$ cat config.mk
export PLATFORM = sky130hd
export DESIGN_NAME = csoc_config
export DESIGN_NICKNAME = d
export VERILOG_FILES = /design/src/rtl/csoc_filter.v /design/src/rtl/csoc_config.v
export VERILOG_INCLUDE_DIRS = /design/src /design/src/rtl
export SDC_FILE = /design/constraint.sdc
export NUM_CORES = 1
export LEC_CHECK = 0
export BUFFER_PORTS_ARGS = -buffer_cell sky130_fd_sc_hd__buf_2
export CORE_UTILIZATION = 30
export DETAILED_ROUTE_END_ITERATION = 8
export GPL_ROUTABILITY_DRIVEN = 1
export MAX_ROUTING_LAYER = met4
export PLACE_DENSITY = 0.5
export SLEW_MARGIN = 20
export SYNTH_ARGS = -nofsm -noshare
export SYNTH_HDL_FRONTEND = slang
export SYNTH_SLANG_ARGS = --single-unit
$ cat constraint.sdc
create_clock -name core_clk -period 3.2 [get_ports core_clk]
set_clock_uncertainty 0.05 [all_clocks]
set_input_delay 0.48 -clock core_clk [delete_from_list [all_inputs] [get_ports core_clk]]
set_output_delay 0.48 -clock core_clk [all_outputs]
set_load 0.03 [all_outputs]
$ cat src/rtl/csoc_defines.vh
`ifndef CSOC_DEFINES_VH
`define CSOC_DEFINES_VH
// ----------------------------------------
// register map
// ----------------------------------------
`define CSOC_ADDR_CFG_EXT      5'h1e
`define CSOC_RST_CFG_EXT       16'h0833
// ----------------------------------------
// field positions
// ----------------------------------------
`define CSOC_PTHR_LSB          0
`define CSOC_PTHR_MSB          3
`define CSOC_NTHR_LSB          4
`define CSOC_NTHR_MSB          7
`define CSOC_HOLD_BIT          8
`define CSOC_MODE_BIT          9
`define CSOC_BRAKE_BIT         10
`define CSOC_CUTDIS_BIT        11
`define CSOC_REFSRC_BIT        12
`define CSOC_NEGDIS_BIT        13
`define CSOC_AZ_LSB            14
`define CSOC_AZ_MSB            15
// ----------------------------------------
// auto-zero and fault trigger codes
// ----------------------------------------
`define CSOC_AZ_INT            2'b00
`define CSOC_AZ_OFF            2'b01
`define CSOC_AZ_EXT            2'b10
`define CSOC_AZ_EXT_CPG        2'b11
`define CSOC_TRIG_CNT8         2'b00
`define CSOC_TRIG_CNT16        2'b01
`define CSOC_TRIG_ALL          2'b10
`define CSOC_TRIG_NONE         2'b11
`define CSOC_CNT8              5'h08
`define CSOC_CNT16             5'h10
// ----------------------------------------
// filter times in ns and cycles at 8 ns
// ----------------------------------------
`define CSOC_CLK_NS            8
`define CSOC_FLT_2US_NS        2000
`define CSOC_FLT_2US_CYC       (`CSOC_FLT_2US_NS / `CSOC_CLK_NS)
`define CSOC_FLT_4US_CYC       (2 * `CSOC_FLT_2US_CYC)
`define CSOC_FLT_8US_CYC       (4 * `CSOC_FLT_2US_CYC)
`endif

$ cat src/rtl/csoc_filter.v
`timescale 1ns/1ps
`include "csoc_defines.vh"
// ----------------------------------------
// deglitch filter for one comparator event
// ----------------------------------------
module csoc_filter #(
  parameter CNT_W = 11
) (
  input  wire             core_clk,
  input  wire             sys_rst,
  input  wire             raw_in,
  input  wire             bypass,
  input  wire [1:0]       filter_sel,
  output wire             filt_out
);
  reg  [CNT_W-1:0] cnt_ff;
  reg  [CNT_W-1:0] nxt_cnt;
  reg              held_ff;
  reg  [CNT_W-1:0] limit;

  localparam [31:0] LIM_2US = `CSOC_FLT_2US_CYC;
  localparam [31:0] LIM_4US = `CSOC_FLT_4US_CYC;
  localparam [31:0] LIM_8US = `CSOC_FLT_8US_CYC;

  always @* begin
    case (filter_sel)
      2'b01:   limit = LIM_2US[CNT_W-1:0];
      2'b10:   limit = LIM_4US[CNT_W-1:0];
      2'b11:   limit = LIM_8US[CNT_W-1:0];
      default: limit = {CNT_W{1'b0}};
    endcase
  end

  always @* begin
    if (!raw_in) begin
      nxt_cnt = {CNT_W{1'b0}};
    end else if (cnt_ff != limit) begin
      nxt_cnt = cnt_ff + 1'b1;
    end else begin
      nxt_cnt = cnt_ff;
    end
  end

  always @(posedge core_clk) begin
    if (sys_rst) begin
      cnt_ff  <= {CNT_W{1'b0}};
      held_ff <= 1'b0;
    end else begin
      cnt_ff  <= nxt_cnt;
      held_ff <= raw_in && (cnt_ff == limit);
    end
  end

  assign filt_out = (bypass || filter_sel == 2'b00) ? raw_in : held_ff;
endmodule // csoc_filter

$ cat src/rtl/csoc_config.v
`timescale 1ns/1ps
`include "csoc_defines.vh"
module csoc_config #(
  parameter ADDR_W = 5,
  parameter DATA_W = 16
) (
  input  wire              core_clk,
  input  wire              sys_rst,
  input  wire              reg_wr_en,
  input  wire              reg_rd_en,
  input  wire [ADDR_W-1:0] reg_addr,
  input  wire [DATA_W-1:0] reg_wdata,
  output reg  [DATA_W-1:0] reg_rdata,
  input  wire              pos_cmp_raw,
  input  wire              neg_cmp_raw,
  input  wire [1:0]        overcurrent_filter_time,
  input  wire [1:0]        overcurrent_fault_trigger,
  input  wire              fault_clear,
  output reg  [3:0]        overcurrent_pos_threshold,
  output reg  [3:0]        overcurrent_neg_threshold,
  output reg               sense_mode_rdson,
  output reg               sense_timing_low_side_gate,
  output reg               offset_ref_source,
  output reg               autozero_enable,
  output reg               autozero_ext_sync,
  output reg               autozero_pump_gate,
  output reg               pwm_cutoff,
  output reg               overcurrent_fault,
  output reg               brake_request
);
  // ----------------------------------------
  // configuration register
  // ----------------------------------------
  reg  [15:0] cfg_ff;
  reg  [4:0]  evt_cnt_ff;
  reg  [4:0]  nxt_evt_cnt;
  reg         evt_prev_ff;
  reg         latch_ff;
  reg         nxt_latch;
  reg         trig;
  reg  [4:0]  evt_goal;

  wire        hold_sel  = cfg_ff[`CSOC_HOLD_BIT];
  wire        brake_en  = cfg_ff[`CSOC_BRAKE_BIT];
  wire        cut_dis   = cfg_ff[`CSOC_CUTDIS_BIT];
  wire        neg_dis   = cfg_ff[`CSOC_NEGDIS_BIT];
  wire [1:0]  az_cfg    = cfg_ff[`CSOC_AZ_MSB:`CSOC_AZ_LSB];
  wire        addr_hit  = (reg_addr == `CSOC_ADDR_CFG_EXT);
  wire        pos_filt;
  wire        neg_filt;
  wire        evt_now;
  wire        evt_rise;
  wire        latched_mode;

  always @(posedge core_clk) begin
    if (sys_rst) begin
      cfg_ff <= `CSOC_RST_CFG_EXT;
    end else if (reg_wr_en && addr_hit) begin
      cfg_ff <= reg_wdata[15:0];
    end
  end

  always @(posedge core_clk) begin
    if (sys_rst) begin
      reg_rdata <= {DATA_W{1'b0}};
    end else if (reg_rd_en) begin
      reg_rdata <= addr_hit ? cfg_ff : {DATA_W{1'b0}};
    end
  end

  // ----------------------------------------
  // comparator filtering
  // ----------------------------------------
  csoc_filter u_pos_filter (
    .core_clk   (core_clk),
    .sys_rst    (sys_rst),
    .raw_in     (pos_cmp_raw),
    .bypass     (~cut_dis),
    .filter_sel (overcurrent_filter_time),
    .filt_out   (pos_filt)
  );

  csoc_filter u_neg_filter (
    .core_clk   (core_clk),
    .sys_rst    (sys_rst),
    .raw_in     (neg_cmp_raw),
    .bypass     (~cut_dis),
    .filter_sel (overcurrent_filter_time),
    .filt_out   (neg_filt)
  );

  assign evt_now      = pos_filt | (neg_filt & ~neg_dis);
  assign evt_rise     = evt_now & ~evt_prev_ff;
  assign latched_mode = hold_sel | brake_en;

  // ----------------------------------------
  // fault trigger
  // ----------------------------------------
  always @* begin
    case (overcurrent_fault_trigger)
      `CSOC_TRIG_CNT8:  evt_goal = `CSOC_CNT8;
      `CSOC_TRIG_CNT16: evt_goal = `CSOC_CNT16;
      default:          evt_goal = 5'h01;
    endcase
  end

  always @* begin
    nxt_evt_cnt = evt_cnt_ff;
    trig        = 1'b0;
    if (fault_clear) begin
      nxt_evt_cnt = 5'h00;
    end
    if (overcurrent_fault_trigger != `CSOC_TRIG_NONE && evt_rise) begin
      if ((nxt_evt_cnt + 5'h01) >= evt_goal) begin
        trig        = 1'b1;
        nxt_evt_cnt = 5'h00;
      end else begin
        nxt_evt_cnt = nxt_evt_cnt + 5'h01;
      end
    end
  end

  always @* begin
    nxt_latch = latch_ff;
    if (fault_clear || !latched_mode) begin
      nxt_latch = 1'b0;
    end
    if (trig && latched_mode) begin
      nxt_latch = 1'b1;
    end
  end

  always @(posedge core_clk) begin
    if (sys_rst) begin
      evt_cnt_ff  <= 5'h00;
      evt_prev_ff <= 1'b0;
      latch_ff    <= 1'b0;
    end else begin
      evt_cnt_ff  <= nxt_evt_cnt;
      evt_prev_ff <= evt_now;
      latch_ff    <= nxt_latch;
    end
  end

  // ----------------------------------------
  // registered outputs
  // ----------------------------------------
  always @(posedge core_clk) begin
    if (sys_rst) begin
      overcurrent_pos_threshold  <= 4'h0;
      overcurrent_neg_threshold  <= 4'h0;
      sense_mode_rdson           <= 1'b0;
      sense_timing_low_side_gate <= 1'b0;
      offset_ref_source          <= 1'b0;
      autozero_enable            <= 1'b0;
      autozero_ext_sync          <= 1'b0;
      autozero_pump_gate         <= 1'b0;
      pwm_cutoff                 <= 1'b0;
      overcurrent_fault          <= 1'b0;
      brake_request              <= 1'b0;
    end else begin
      overcurrent_pos_threshold  <= cfg_ff[`CSOC_PTHR_MSB:`CSOC_PTHR_LSB];
      overcurrent_neg_threshold  <= cfg_ff[`CSOC_NTHR_MSB:`CSOC_NTHR_LSB];
      sense_mode_rdson           <= cfg_ff[`CSOC_MODE_BIT];
      sense_timing_low_side_gate <= cfg_ff[`CSOC_MODE_BIT];
      offset_ref_source          <= cfg_ff[`CSOC_REFSRC_BIT];
      autozero_enable            <= (az_cfg != `CSOC_AZ_OFF);
      autozero_ext_sync          <= (az_cfg == `CSOC_AZ_EXT) || (az_cfg == `CSOC_AZ_EXT_CPG);
      autozero_pump_gate         <= (az_cfg == `CSOC_AZ_EXT_CPG);
      pwm_cutoff                 <= evt_now & ~cut_dis;
      overcurrent_fault          <= latched_mode ? nxt_latch : (trig | (evt_now & overcurrent_fault && overcurrent_fault_trigger != `CSOC_TRIG_NONE));
      brake_request              <= brake_en & nxt_latch;
    end
  end
endmodule // csoc_config

# Yosys cells after proc, flatten, opt, wreduce, memory -nomap -nowiden
# Cells that the tools add are included.
[classes] bitwise_logic=13 addsub=3 n_lt_le_gt_ge=1 n_mux=13 n_reduce_logical=14 n_eq_ne=13
[ops] op="$pmux W10 S3" count=1
[ops] op="$add A11 B1 Y11 const B" count=2
[ops] op="$mux W16" count=1
[ops] op="$mux W5" count=3
[ops] op="$eq A11 B10 Y1" count=1
[ops] op="$eq A11 B11 Y1" count=1
[ops] op="$ne A11 B10 Y1" count=1
[ops] op="$ne A11 B11 Y1" count=1
[ops] op="$pmux W5 S2" count=1
[ops] op="$eq A2 B2 Y1 const B" count=4
[ops] op="$mux W1" count=7
[ops] op="$logic_and A1 B1 Y1" count=6
[ops] op="$add A5 B1 Y5 const B" count=1
[ops] op="$and A1 B1 Y1" count=5
[ops] op="$eq A5 B5 Y1 const B" count=1
[ops] op="$ge A5 B5 Y1" count=1
[ops] op="$not A1 Y1" count=5
[ops] op="$eq A2 B1 Y1 const B" count=2
[ops] op="$logic_not A2 Y1" count=2
[ops] op="$reduce_or A2 Y1" count=2
[ops] op="$logic_or A1 B1 Y1" count=3
[ops] op="$or A1 B1 Y1" count=3
[ops] op="$ne A2 B1 Y1 const B" count=1
[ops] op="$ne A2 B2 Y1 const B" count=1
[ops] op="$logic_not A1 Y1" count=1
[word_totals] word_cells=76 regBits=79

# Longest topological paths before layout
[depth] depth_word=11 mapped_depth=11 mapped_depth_nobuf=11

# By module
# From an unflattened synthesis, not the netlist that was laid out.
[hier_totals] hier_cells=397 area_unflattened_um2=3558.4
[modules_own_cells] module="csoc_config" cells_each=237 area_each_um2=2154.6 n_inst=1
[modules_own_cells] module="csoc_filter" cells_each=80 area_each_um2=701.9 n_inst=2

# Worst setup path before layout
# No wires, ideal clock.
[synth_path] path_kind="input-to-reg" from="in overcurrent_filter_time[0]" to="reg u_neg_filter.cnt_ff[4]" arrival_ns=2.266 path_slack_ns=0.813 required_ns=3.078 n_path_buf=1 stages=8 path_cell_list="inv_1 > ha_1 > or4b_1 > a211o_1 > or4_1 > buf_6 > nand4_1 > mux2i_1"
[synth_between] elab_chain_len=3 elab_cells_between_ends=5 cone_classes="4 x eq/ne; 1 x mux"
[synth_rtl] element="start: declaration" line_no="csoc_config.v:16" text="input wire [1:0] overcurrent_filter_time,"
[synth_rtl] element="$eq A2 B2 Y1 or $eq A2 B1 Y1 (tied branches)" line_no="csoc_filter.v:26" text="case (filter_sel)"
[synth_rtl] element="$pmux W10 S3 (*)" line_no="csoc_filter.v:26"
[synth_rtl] element="$ne A11 B10 Y1 (*)" line_no="csoc_filter.v:37" text="end else if (cnt_ff != limit) begin"
[synth_rtl] element="end signal: assignment" line_no="csoc_filter.v:46" text="cnt_ff <= {CNT_W{1'b0}};"
[synth_rtl] element="end signal: assignment" line_no="csoc_filter.v:49" text="cnt_ff <= nxt_cnt;"
[synth_rtl] element="end: declaration" line_no="csoc_filter.v:16" text="reg [CNT_W-1:0] cnt_ff;"
# Mark *: on every way between the ends. The rest lies on a longest branch, timed or not.
# A chain may end at the register's enable or synchronous reset.

# Final worst setup path
[layout_path] from="reg evt_cnt_ff[0]" to="reg evt_cnt_ff[2]"
[layout_between] elab_chain_len=5
[layout_rtl] element="start: declaration" line_no="csoc_config.v:35" text="reg [4:0] evt_cnt_ff;"
[layout_rtl] element="start signal: assignment" line_no="csoc_config.v:139" text="evt_cnt_ff <= nxt_evt_cnt;"
[layout_rtl] element="$mux W5 (*)" line_no="csoc_config.v:110" text="if (fault_clear) begin"
[layout_rtl] element="$add A5 B1 Y5 (*)" line_no="csoc_config.v:114, csoc_config.v:118"
[layout_rtl] element="$ge A5 B5 Y1" line_no="csoc_config.v:114" text="if ((nxt_evt_cnt + 5'h01) >= evt_goal) begin"
[layout_rtl] element="$mux W5 (*)" line_no="csoc_config.v:114"
[layout_rtl] element="$mux W5 (*)" line_no="csoc_config.v:113" text="if (overcurrent_fault_trigger != `CSOC_TRIG_NONE && evt_rise) begin"
# Marked as above.

==> reports/qor.yml <==
status: "finished, final reports clean"
num_rows: 38
timing.slew.headroom: 0.538
post-route-period-util: 0.766
drt-met1-wl_um: 3700
die_h_um: 109
syn_to_final_growth_pct: 20.7
tns_ns: 0
grt_pass1_vias: 2594
hp-class: "primary input to flip-flop"
cts.path.max_buffers: 2
routed_wl_um: 7920
antenna-diode-count: 0
holdPathEnd: "cfg_ff[4]"
worst_hold_slack_ns: 0.302
drv_cap: 0
crit_required_ns: 3.43
yosysSeqAreaShare: 0.459
tightest_slew_ns: 0.693
gp_congestion: 0.794
fp.dieW_um: 109
period_needed_ns: 2.45
yosysUniqueCellTypes: 47
rrSetupSlack_ns: 0.75
cts_sinks: 79
min-delay-start: "reg_wdata[4]"
dp.cells: 585
setup_ws_ns: 0.749
synth_warnings: 0
hold_depth: 3
drt-initial-drc-count: 145
synth_flop_cell: "dfxtp_1"
cp-start-kind: "flip-flop"
reg2reg_to: "evt_cnt_ff[2]"
routed_via_density: 4.71
overflow: 0
ff2ff_path_depth: 11
path_max_fanout: 6
drv_slew: 0
root_buffer: "clkbuf_16"
antenna_left: 0
io_buffers: 64
dr.pass1.iters: 4
cts_resized: 0
htreeDepth: 3
num_vias: 2826
antenna_found_initial: 0
postSynthCellCount: 397
core-area_sq_mm: 0.0110
cts_tree: "done"
layout.nets: 498
wl_per_cell_um: 13.2
setup_viol: 0
dp_slack_ns: 0.429
path_clk_slew_ns: 0.06
die_area_sq_mm: 0.0119
synth-seq-cells: 79
ios: 65
crit_type: "flip-flop to flip-flop"
post_cts_buffers: 0
stdcell_count: 600
async_reset_ff_frac: 0
critPathCaptureType: "flip-flop"
drive_gt1_frac: 0.189
grt_usage: 0.145
numCtsBuffers: 9
final_common_cell: "dfxtp_1"
ir_drop_mv: 0.393
powerDensity_mw_per_mm2: 509
met3WireLength_um: 446
hold_viol_final: 0
p_total_w: 0.00212
max_freq_mhz: 408
hpwl_um: 5500
p_leak_nw: 1.73
grt_max_degree: 45
synth_area_sq_mm: 0.00345
drc_errors: 0
final_cell_mix: "dfxtp_1, buf_2, nand2_1, a21oi_1, nor2_1"
syn_nets: 439
synth_edf_count: 0
rsz0062_at_grt: "false"
r2r_start: "evt_cnt_ff[0]"
synth_area_per_cell_sq_um: 8.68
cp.arrival_ns: 2.68
top_layer_used: "met4"
start_util: 0.313
cts_hold_buf: 0
grt_pass1_wl_um: 12800
met2_length_um: 3690
clk_latency_ns: 0.34
-- synthesized netlist by cell type, types with 4 or more instances --
cell,number,area share
nand4_1,8,0.015
o21ai_0,5,0.0073
and2_1,4,0.0073
inv_1,4,0.0044
dfxtp_1,79,0.46
nand3b_1,6,0.013
nand2_1,51,0.056
nand3_1,11,0.016
xor2_1,17,0.043
nor2b_1,36,0.065
nand2b_1,14,0.025
a21oi_1,42,0.061
nor3_1,7,0.010
nor2_1,40,0.044
clkbuf_1,15,0.016
mux2i_1,7,0.020
ha_1,10,0.036
-- report_power, final --
part	switching [W]	leakage, nW	internal [W]
Combinational	0.0000813	0.957	0.0000492
Clock	0.000387	0.135	0.000597
Sequential	0.00000730	0.639	0.000994
-- routing by layer --
layer	GRT usage	up-vias
met5	-	-
met4	0.0429	0
met3	0.0556	9
met2	0.228	61
met1	0.173	1290
li1	-	1466
-- logic make-up after synthesis --
group / count (synthesis) / synth area share
AND/OR/NAND/NOR: 196 / 0.295
flip-flops: 79 / 0.459
AO/OA/AOI/OAI: 62 / 0.109
buffers and inverters: 22 / 0.0272
XOR/XNOR: 20 / 0.0508
adder cells (fa/ha/maj): 10 / 0.0363
multiplexers: 8 / 0.0236
-- how the worst max path moves through the flow --
| stage | from | end | slack (ns) | cells after the start |
|---|---|---|---|---|
| 2_1_floorplan | overcurrent_filter_time[0] | u_neg_filter.cnt_ff[4] | 0.81 | 8 |
| 3_3_place_gp | overcurrent_filter_time[0] | u_neg_filter.cnt_ff[4] | 0.50 | 8 |
| 3_5_place_dp | overcurrent_filter_time[0] | u_neg_filter.cnt_ff[6] | 0.43 | 8 |
| 4_1_cts | evt_cnt_ff[0] | evt_cnt_ff[2] | 0.75 | 11 |
| 5_1_grt | evt_cnt_ff[0] | latch_ff | 0.51 | 11 |
| 6_report | evt_cnt_ff[0] | evt_cnt_ff[2] | 0.75 | 11 |
-- flip-flops by register name, indices dropped and copies added (netlist names) --
signal	cells
cfg_ff	16
reg_rdata	16
u_neg_filter.cnt_ff	11
u_pos_filter.cnt_ff	11
evt_cnt_ff	5
overcurrent_neg_threshold	4
overcurrent_pos_threshold	4
autozero_enable	1
autozero_ext_sync	1
autozero_pump_gate	1
brake_request	1
evt_prev_ff	1
latch_ff	1
offset_ref_source	1
overcurrent_fault	1
pwm_cutoff	1
sense_timing_low_side_gate	1
u_neg_filter.held_ff	1
u_pos_filter.held_ff	1
-- through the flow --
step	util	area, sq um
finish	0.377	4160
global route	0.377	4160
CTS	0.377	4160
detailed placement	0.352	3880
global placement	0.352	3880
floorplan	-	3450
-- layout make-up --
class	instances	area, sq um
inverters	4	15.0
multi-input cells	296	1770
clock inverters	4	47.5
flip-flops and latches	79	1580
well taps	140	175
fillers	1133	6870
clock buffers	11	233
repair buffers	66	335
-- critical path, cell delays in order, from the launching register on --
cell	delay, ns
dfxtp_1	0.33
nor2b_1	0.28
ha_1	0.29
nand3_1	0.11
xor2_1	0.14
nor2_1	0.07
ha_1	0.21
or3_1	0.34
o21ai_0	0.11
a31o_2	0.22
nand4_1	0.11
a21oi_1	0.13
Note: power is estimated with default switching activity, not from simulation.
